**src/core/lcdt_defs.svh**
```systemverilog
/*
  Constants of the display address and timing block: address limits,
  line and output counts, clock figures, power bit and pin positions.
  Assumes inclusion by bare name from every file that needs them.
*/
`ifndef LCDT_DEFS_SVH
`define LCDT_DEFS_SVH

`define LCDT_COL_FIRST 8'h00
`define LCDT_COL_LAST 8'hb3
`define LCDT_PAGE_FIRST 5'h00
`define LCDT_PAGE_LAST 5'h11
`define LCDT_LINES 8'h41
`define LCDT_LINE_FIRST 7'h00
`define LCDT_COM_LAST 7'h3f
`define LCDT_SEGS 180
`define LCDT_COMS 64
`define LCDT_REF_PERIOD_NS 10
`define LCDT_DCLK_PERIOD_NS 50000
`define LCDT_PWR_MULT2 3
`define LCDT_PWR_MULT1 2
`define LCDT_PWR_ADJ 1
`define LCDT_PWR_FOL 0
`define LCDT_SY_MASTER 0
`define LCDT_SY_OSC 1
`define LCDT_SY_CLK 2
`define LCDT_SY_FR 3
`define LCDT_SY_DOF 4
`define LCDT_SY_FS 5
`define LCDT_SY_W 6

`endif

```
**src/core/lcdt_pkg.sv**
```systemverilog
/*
  Types of the display address and timing block.
  Assumes nothing beyond a SystemVerilog compiler.
*/
`default_nettype none

package lcdt_pkg;
  typedef logic [1:0] lcdt_lvl_t;
  typedef enum logic {LCDT_INCR_COL, LCDT_INCR_PAGE} lcdt_incr_t;
  typedef enum logic {LCDT_SRC_OSC, LCDT_SRC_PIN} lcdt_src_t;
endpackage : lcdt_pkg

`default_nettype wire

```
**src/core/lcdt_top.sv**
```systemverilog
/*
  Display RAM addressing and display timing of a bitmap LCD driver:
  page/column auto-increment, line scan, display latch, clock source,
  frame polarity, field start, drive levels and power block enables.
  Assumes host access strobes come from logic on ref_clk_i, the display
  RAM answers ram_line_i for disp_line_o in the same cycle, and the
  mode pins and slave timing pins arrive asynchronously.
*/
//
// Summary of operation
// - column mode: column steps, wraps into next page
// - page mode: page steps, wraps into next column
// - last page, last column wraps both to zero
// - segment order bit reverses column to segment map
// - start line shown on first scanned common
// - start line may change any time to scroll
// - inverse and on/off act on latch only
// - oscillator only when master and select high
// - latch line data on display clock, independent
// - display clock drives common, polarity, field start
// - frame or line inversion chosen by setting
// - pin directions follow master and oscillator select
// - commons scan forward or reverse
// - four drive levels from data, scan, polarity
// - power blocks enabled only as master
// - four power bits enable the four blocks
// - each access steps selected address by one
`default_nettype none
`include "lcdt_defs.svh"

module lcdt_top
  import lcdt_pkg::*;
#(
  parameter int OSC_DIV = `LCDT_DCLK_PERIOD_NS / `LCDT_REF_PERIOD_NS
) (
  input wire logic ref_clk_i,
  input wire logic nrst_i,
  input wire logic acc_stb_i,
  input wire logic incr_page_i,
  input wire logic page_set_i,
  input wire logic [4:0] page_val_i,
  input wire logic col_set_i,
  input wire logic [7:0] col_val_i,
  input wire logic seg_reverse_i,
  input wire logic com_reverse_i,
  input wire logic [6:0] start_line_i,
  input wire logic [6:0] duty_i,
  input wire logic inverse_i,
  input wire logic display_on_i,
  input wire logic line_invert_i,
  input wire logic [3:0] pwr_ctl_i,
  input wire logic [`LCDT_SEGS-1:0] ram_line_i,
  input wire logic master_i,
  input wire logic oscillator_select_i,
  input wire logic display_clock_pin_i,
  input wire logic frame_polarity_i,
  input wire logic display_off_line_n_i,
  input wire logic field_start_i,
  output logic display_clock_pin_o,
  output logic display_clock_pin_oe_o,
  output logic frame_polarity_o,
  output logic frame_polarity_oe_o,
  output logic display_off_line_n_o,
  output logic display_off_line_n_oe_o,
  output logic field_start_o,
  output logic field_start_oe_o,
  output logic [4:0] page_addr_o,
  output logic [7:0] col_addr_o,
  output logic [6:0] disp_line_o,
  output logic [2*`LCDT_SEGS-1:0] seg_lvl_o,
  output logic [2*`LCDT_COMS-1:0] com_lvl_o,
  output logic pwr_mult2_en_o,
  output logic pwr_mult1_en_o,
  output logic pwr_adj_en_o,
  output logic pwr_fol_en_o
);

  localparam logic [15:0] OSC_LAST = 16'(OSC_DIV - 1);
  localparam logic [15:0] OSC_HALF = 16'(OSC_DIV / 2);

  //////////////////////////////////////////////////////////////////////
  // pin synchronisers

  logic [`LCDT_SY_W-1:0] sy_d;
  logic [`LCDT_SY_W-1:0] sy_q;

  assign sy_d = {field_start_i, display_off_line_n_i, frame_polarity_i,
                 display_clock_pin_i, oscillator_select_i, master_i};

  lcdt_sync #(.W(`LCDT_SY_W)) u_sync (
    .ref_clk_i(ref_clk_i),
    .nrst_i(nrst_i),
    .d_i(sy_d),
    .q_o(sy_q)
  );

  wire master_s = sy_q[`LCDT_SY_MASTER];
  wire osc_s = sy_q[`LCDT_SY_OSC];
  wire clk_s = sy_q[`LCDT_SY_CLK];
  wire fr_s = sy_q[`LCDT_SY_FR];
  wire dof_n_s = sy_q[`LCDT_SY_DOF];
  wire fs_s = sy_q[`LCDT_SY_FS];

  //////////////////////////////////////////////////////////////////////
  // host address counters

  logic [4:0] page_addr;
  logic [7:0] col_addr;
  lcdt_incr_t incr_dir;

  assign incr_dir = incr_page_i ? LCDT_INCR_PAGE : LCDT_INCR_COL;

  wire col_end = (col_addr == `LCDT_COL_LAST);
  wire page_end = (page_addr == `LCDT_PAGE_LAST);
  wire [7:0] col_inc = col_end ? `LCDT_COL_FIRST : col_addr + 8'h01;
  wire [4:0] page_inc = page_end ? `LCDT_PAGE_FIRST : page_addr + 5'h01;
  // column mode: page moves only when column wraps
  wire [7:0] col_step_c = col_inc;
  wire [4:0] page_step_c = col_end ? page_inc : page_addr;
  // page mode: column moves only when page wraps
  wire [4:0] page_step_p = page_inc;
  wire [7:0] col_step_p = page_end ? col_inc : col_addr;
  wire is_page = (incr_dir == LCDT_INCR_PAGE);
  // one step per access, direction from setting
  wire [7:0] col_step = is_page ? col_step_p : col_step_c;
  wire [4:0] page_step = is_page ? page_step_p : page_step_c;
  // explicit set wins over a same-cycle access
  wire [7:0] next_col = col_set_i ? col_val_i :
                        acc_stb_i ? col_step : col_addr;
  wire [4:0] next_page = page_set_i ? page_val_i :
                         acc_stb_i ? page_step : page_addr;

  always_ff @(posedge ref_clk_i) begin
    if (!nrst_i) begin
      col_addr <= `LCDT_COL_FIRST;
      page_addr <= `LCDT_PAGE_FIRST;
    end else begin
      col_addr <= next_col;
      page_addr <= next_page;
    end
  end

  assign col_addr_o = col_addr;
  assign page_addr_o = page_addr;

  //////////////////////////////////////////////////////////////////////
  // display clock source

  logic [15:0] osc_cnt;
  logic clk_prev;
  lcdt_src_t clk_src;

  // oscillator runs only as master with select high
  wire osc_run = master_s & osc_s;
  assign clk_src = osc_run ? LCDT_SRC_OSC : LCDT_SRC_PIN;
  wire osc_wrap = (osc_cnt == OSC_LAST);
  wire [15:0] next_osc = (!osc_run || osc_wrap) ? 16'h0000 :
                         osc_cnt + 16'h0001;
  wire osc_tick = osc_run & osc_wrap;
  // edge taken from the second sync stage, never the first
  wire pin_tick = (clk_src == LCDT_SRC_PIN) & clk_s & ~clk_prev;
  wire dclk_tick = osc_tick | pin_tick;

  always_ff @(posedge ref_clk_i) begin
    if (!nrst_i) begin
      osc_cnt <= 16'h0000;
      clk_prev <= 1'b0;
    end else begin
      osc_cnt <= next_osc;
      clk_prev <= clk_s;
    end
  end

  //////////////////////////////////////////////////////////////////////
  // line scan and frame timing

  logic [6:0] line_cnt;
  logic fs_prev;
  logic fr;

  wire [6:0] duty_last = (duty_i == 7'h00) ? 7'h00 : duty_i - 7'h01;
  wire line_end = (line_cnt >= duty_last);
  wire fs_rise = fs_s & ~fs_prev;
  // slave realigns its scan to the master's field start
  wire slave_restart = ~master_s & fs_rise;
  wire frame_end = dclk_tick & line_end;
  wire [6:0] next_line = slave_restart ? `LCDT_LINE_FIRST :
                         !dclk_tick ? line_cnt :
                         line_end ? `LCDT_LINE_FIRST :
                         line_cnt + 7'h01;
  // frame inversion toggles per frame, line inversion per line
  wire fr_flip = line_invert_i ? dclk_tick : frame_end;
  wire next_fr = master_s ? (fr ^ fr_flip) : fr_s;

  always_ff @(posedge ref_clk_i) begin
    if (!nrst_i) begin
      line_cnt <= `LCDT_LINE_FIRST;
      fs_prev <= 1'b0;
      fr <= 1'b0;
    end else begin
      line_cnt <= next_line;
      fs_prev <= fs_s;
      fr <= next_fr;
    end
  end

  // start line may be rewritten any cycle; address follows
  wire [7:0] line_sum = {1'b0, start_line_i} + {1'b0, line_cnt};
  wire [7:0] line_mod = (line_sum >= `LCDT_LINES) ?
                        line_sum - `LCDT_LINES : line_sum;

  always_ff @(posedge ref_clk_i) begin
    if (!nrst_i) begin
      disp_line_o <= `LCDT_LINE_FIRST;
    end else begin
      disp_line_o <= line_mod[6:0];
    end
  end

  //////////////////////////////////////////////////////////////////////
  // timing pins

  wire disp_on_eff = master_s ? display_on_i : dof_n_s;

  always_ff @(posedge ref_clk_i) begin
    if (!nrst_i) begin
      display_clock_pin_o <= 1'b0;
      display_clock_pin_oe_o <= 1'b0;
      frame_polarity_o <= 1'b0;
      frame_polarity_oe_o <= 1'b0;
      display_off_line_n_o <= 1'b0;
      display_off_line_n_oe_o <= 1'b0;
      field_start_o <= 1'b0;
      field_start_oe_o <= 1'b0;
    end else begin
      display_clock_pin_o <= osc_run & (osc_cnt < OSC_HALF);
      display_clock_pin_oe_o <= osc_run;
      frame_polarity_o <= next_fr;
      frame_polarity_oe_o <= master_s;
      display_off_line_n_o <= display_on_i;
      display_off_line_n_oe_o <= master_s;
      field_start_o <= master_s & frame_end;
      field_start_oe_o <= master_s;
    end
  end

  //////////////////////////////////////////////////////////////////////
  // display latch and drive levels

  logic [`LCDT_SEGS-1:0] latch;
  logic [6:0] scan_line;

  // refresh reads only on display clock, never on host access
  always_ff @(posedge ref_clk_i) begin
    if (!nrst_i) begin
      latch <= '0;
      scan_line <= `LCDT_LINE_FIRST;
    end else if (dclk_tick) begin
      latch <= ram_line_i;
      scan_line <= line_cnt;
    end
  end

  genvar k;
  generate
    for (k = 0; k < `LCDT_SEGS; k++) begin : g_seg
      // segment order select
      wire bit_sel = seg_reverse_i ? latch[`LCDT_SEGS-1-k] : latch[k];
      // inverse and blanking touch only the latch output
      wire seg_on = disp_on_eff & (bit_sel ^ inverse_i);
      wire lcdt_lvl_t lvl = {fr, seg_on};
      always_ff @(posedge ref_clk_i) begin
        if (!nrst_i) begin
          seg_lvl_o[2*k +: 2] <= 2'h0;
        end else begin
          seg_lvl_o[2*k +: 2] <= lvl;
        end
      end
    end
    for (k = 0; k < `LCDT_COMS; k++) begin : g_com
      // forward scans first to last, reverse the other way
      wire [6:0] com_line = com_reverse_i ? `LCDT_COM_LAST - 7'(k) : 7'(k);
      wire com_hit = (scan_line == com_line);
      wire lcdt_lvl_t lvl = {fr, com_hit};
      always_ff @(posedge ref_clk_i) begin
        if (!nrst_i) begin
          com_lvl_o[2*k +: 2] <= 2'h0;
        end else begin
          com_lvl_o[2*k +: 2] <= lvl;
        end
      end
    end
  endgenerate

  //////////////////////////////////////////////////////////////////////
  // power block enables
  // host is expected to use only the listed combinations

  always_ff @(posedge ref_clk_i) begin
    if (!nrst_i) begin
      pwr_mult2_en_o <= 1'b0;
      pwr_mult1_en_o <= 1'b0;
      pwr_adj_en_o <= 1'b0;
      pwr_fol_en_o <= 1'b0;
    end else begin
      // slaves take supplies from the master
      pwr_mult2_en_o <= master_s & pwr_ctl_i[`LCDT_PWR_MULT2];
      pwr_mult1_en_o <= master_s & pwr_ctl_i[`LCDT_PWR_MULT1];
      pwr_adj_en_o <= master_s & pwr_ctl_i[`LCDT_PWR_ADJ];
      pwr_fol_en_o <= master_s & pwr_ctl_i[`LCDT_PWR_FOL];
    end
  end

  wire plain_acc = acc_stb_i & ~col_set_i & ~page_set_i;
endmodule : lcdt_top

`default_nettype wire

```
**src/core/lcdt_sync.sv**
```systemverilog
/*
  Two-flop synchroniser for pins from outside the clock domain.
  Assumes each bit is a slow level; no bus coherence across bits.
*/
`default_nettype none

module lcdt_sync #(
  parameter int W = 6
) (
  input wire logic ref_clk_i,
  input wire logic nrst_i,
  input wire logic [W-1:0] d_i,
  output logic [W-1:0] q_o
);
  logic [W-1:0] meta;

  // first stage feeds the second stage only
  always_ff @(posedge ref_clk_i) begin
    if (!nrst_i) begin
      meta <= '0;
      q_o <= '0;
    end else begin
      meta <= d_i;
      q_o <= meta;
    end
  end
endmodule : lcdt_sync

`default_nettype wire

```
**config.mk**
```make
export PLATFORM = sky130hd
export DESIGN_NAME = lcdt_top
export DESIGN_NICKNAME = d
export VERILOG_FILES = /design/src/core/lcdt_pkg.sv /design/src/core/lcdt_top.sv /design/src/core/lcdt_sync.sv
export VERILOG_INCLUDE_DIRS = /design/src /design/src/core
export SDC_FILE = /design/constraint.sdc
export NUM_CORES = 1
export LEC_CHECK = 0
export BUFFER_PORTS_ARGS = -buffer_cell sky130_fd_sc_hd__buf_2
export CAP_MARGIN = 10
export CORE_AREA = 2 2 294 296
export DETAILED_ROUTE_END_ITERATION = 6
export DIE_AREA = 0 0 296 298
export PLACE_DENSITY_LB_ADDON = 0.25
export SYNTH_ARGS = -nofsm -noshare
export SYNTH_HDL_FRONTEND = slang
export SYNTH_HIERARCHICAL = 1
export SYNTH_SLANG_ARGS = --single-unit
```
**constraint.sdc**
```tcl
create_clock -name ref_clk_i -period 5.3 [get_ports ref_clk_i]
set_input_delay 0.265 -clock ref_clk_i [delete_from_list [all_inputs] [get_ports ref_clk_i]]
set_output_delay 0.265 -clock ref_clk_i [all_outputs]
set_load 0.03 [all_outputs]
```
==> flow_summary.toml <==
[min_path]
min_to = "page_addr_o[4]"
holdCritStartpoint = "page_set_i"
hp-class = "input port to register"
holdPathStages = 3

[clock_tree]
root_buffer = "clkbuf_16"
clk_pin_slew_ns = 0.06
clock_latency_ns = 0.62
cts_tree = "built"
cts_max_level = 2
cts_num_sinks = 499
cts_resized = 0
clock_path_buffers = 3
cts_buffers = 57

[detailed_routing]
drtIter0Drc = 769
ant_nets = 0
vias = 17723
routedWlPerCell_um = 15.60
viasPerCell = 4.160
drc = 0
firstDrtPassIters = 6
detail_route.wirelength_um = 66450

[power_and_ir_drop]
combPwrFrac_pct = 11.9
p_per_area_nw_per_um2 = 313.5
clkPwrFrac_pct = 45.1
power.leakage_nw = 13.32
p_seq_share_pct = 43.0
p_int_w = 0.006746
p_switching_w = 0.002374
swShare_pct = 26.03
peakVddDrop_uv = 223.3

[critical_path]
worst-path-max-fanout = 88
r2r_start = "osc_cnt[0]"
critPathBufInv = 2
crit_start = "osc_cnt[0]"
cp_data_required_time_ns = 5.85
crit_cells = 8
setup.worst_path.end_class = "register"
critical_path.slowest_cell = "buf_4"
startpoint_type = "register"
regToRegEndpoint = "latch[154]"
arrival_ns = 3.98
slowest_delay_ns = 0.89
r2r_setup_slack_ns = 1.86
cpLargestDelayFamily = "buffers and inverters"
crit_chain = "ha_1 > nand3_1 > nor4_2 > a31oi_4 > buf_4 > nand2_1 > a21boi_1 > dlygate4sd3_1"
critical_path_class = "register to register"
r2r_cells = 8

[synthesis]
synth.net_count = 2668
avgSynthCellArea_um2 = 9.111
synth_edf_count = 0
synthCells = 2417
synth_top_family_by_area = "simple AND/OR/NAND/NOR gates"
synth_seq_area_share_pct = 45.36
syn_area_um2 = 22020
synth-seq-cells = 499
ys.flop_type = "dfxtp_1"
yosys-mux-area-fraction_pct = 8.596
ys_types = 59
synthXorXnorAreaFrac_pct = 8.431
synth-warning-count = 6
synthAdderAreaFrac_pct = 1.341
async_flop_share_pct = 0
synth_compound_area_share_pct = 8.505
yosys.area_share.simple_pct = 15.99

[sta]
slew_viol_final = 0
finalSetupViolCount = 0
fin_tns_setup_ns = 0
fmax_mhz = 291.0
tightest_slew_ns = 1.104
fin_hold_ws_ns = 0.08407
rsz0062_at_grt = "false"
setup_ws_ns = 1.863
hold_viol = 0
period_share_pct = 64.84
fin_skew_ns = 0.02875
max-slew-margin-rel_pct = 26.40
min_period_ns = 3.437

[run]
cap_violations = 0

[grt]
grt_pass1_vias = 17048
grt_pass1_wl_um = 99770
grtUsageTotal_pct = 14.28
grt-ovfl-total = 0
antenna_found_initial = 7
grt_max_degree = 205

[finish]
fin_cells = 4260
multi_input_area_um2 = 9472
final_cell_mix = "744 x buf_2, 498 x dfxtp_1, 422 x nand2_1"
fill_cells = 9010
drive_gt1_share_pct = 28.43
final_util_pct = 34.28
final_common_cell = "buf_2"
fin_nets = 3319
ff_latch_area_um2 = 9993
area_growth_pct = 32.11

[die]
die_area_um2 = 88210
core_area_um2 = 84880
num_rows = 107
die_h_um = 298
die_width_um = 296
start_util_pct = 25.95
ios = 748

[placement]
dpl.hpwl_um = 45260
dp_slack_ns = 2.219
place_inst = 3931
port_buffers = 747
place_congestion = 0.7773

[outcome]
status = "finished clean"
[power groups by stage]
stage	registers, W	clock network [W]	logic [W]
2_1_floorplan	0.00410	0	0.000622
3_3_place_gp	0.00400	0	0.000963
3_5_place_dp	0.00400	0	0.000965
4_1_cts	0.00392	0.00427	0.00111
5_1_grt	0.00393	0.00441	0.00118
6_report	0.00392	0.00412	0.00109
[what timing repair did]
action	4_1_cts	5_1_grt
endpoints found under the hold margin	205	0
setup buffers	0	0
hold buffers	221	0
[registers in the layout, summed over array words and instances (netlist names), 7 cells and up]
name,cells
com_lvl_o,64
scan_line,7
col_addr_o,8
osc_cnt,16
seg_lvl_o,181
latch,180
line_cnt,7
disp_line_o,7
[worst reg2reg max path, cell delays in order, from the launching register on]
cell,delay [ns]
dfxtp_1,0.33
ha_1,0.26
nand3_1,0.12
nor4_2,0.08
a31oi_4,0.79
buf_4,0.89
nand2_1,0.20
a21boi_1,0.16
dlygate4sd3_1,0.57
[stage by stage]
step | cell area [um2] | total power [W]
floorplan | 22020 | 0.004722
global placement | 24900 | 0.004963
detailed placement | 24900 | 0.004966
CTS | 29060 | 0.009288
global route | 29090 | 0.009514
finish | 29090 | 0.009120
[cells by family (layout without fill, tap and decap cells)]
kind of cell	count (synthesis)	after routing
buffers and inverters	408	1104
DFF	499	499
muxes	189	189
xor gates and xnor gates	212	212
other	0	3
adders and majority gates	23	23
and+or+nand+nor	834	834
AOI/OAI and AO/OA	252	252
[cell type report]
| cell class | instances | share of cell area (%) |
|---|---|---|
| clock inverters | 22 | 1.032 |
| repair buffers | 987 | 21.28 |
| multi-input cells | 1510 | 32.56 |
| flip-flops and latches | 499 | 34.35 |
| well taps | 1144 | 4.920 |
| clock buffers | 82 | 5.673 |
| inverters | 13 | 0.1677 |
| diodes | 3 | 0.02580 |
[metal layers]
| metal | wire length [um] | GRT usage (%) |
|---|---|---|
| met1 | 29120 | 17.77 |
| met2 | 31110 | 24.09 |
| met4 | 2366 | 5.568 |
| met5 | 41 | 0 |
| met3 | 3818 | 2.842 |
[cells in the mapped netlist (14+ instances only)]
master,count,area share [%]
buf_4,252,8.6
nand3_1,17,0.39
nor3_1,56,1.3
nor2_1,243,4.1
xnor2_1,15,0.60
buf_2,14,0.32
ha_1,22,1.2
dfxtp_1,499,45
buf_1,17,0.29
a21boi_0,42,1.4
xor2_1,197,7.8
and3_1,15,0.43
a21oi_1,15,0.34
nor2b_1,16,0.45
clkbuf_1,99,1.7
nand2_1,423,7.2
mux2i_1,188,8.5
a21boi_1,149,5.1
[worst max path at each step]
| stage | to | slack (ns) |
|---|---|---|
| 6_report | latch[154] | 1.86 |
| 2_1_floorplan | com_lvl_o[101] | 2.11 |
| 5_1_grt | latch[154] | 1.58 |
| 3_3_place_gp | frame_polarity_o | 2.25 |
| 3_5_place_dp | frame_polarity_o | 2.22 |
| 4_1_cts | latch[24] | 1.81 |
Power figures use the tool's default switching activity.
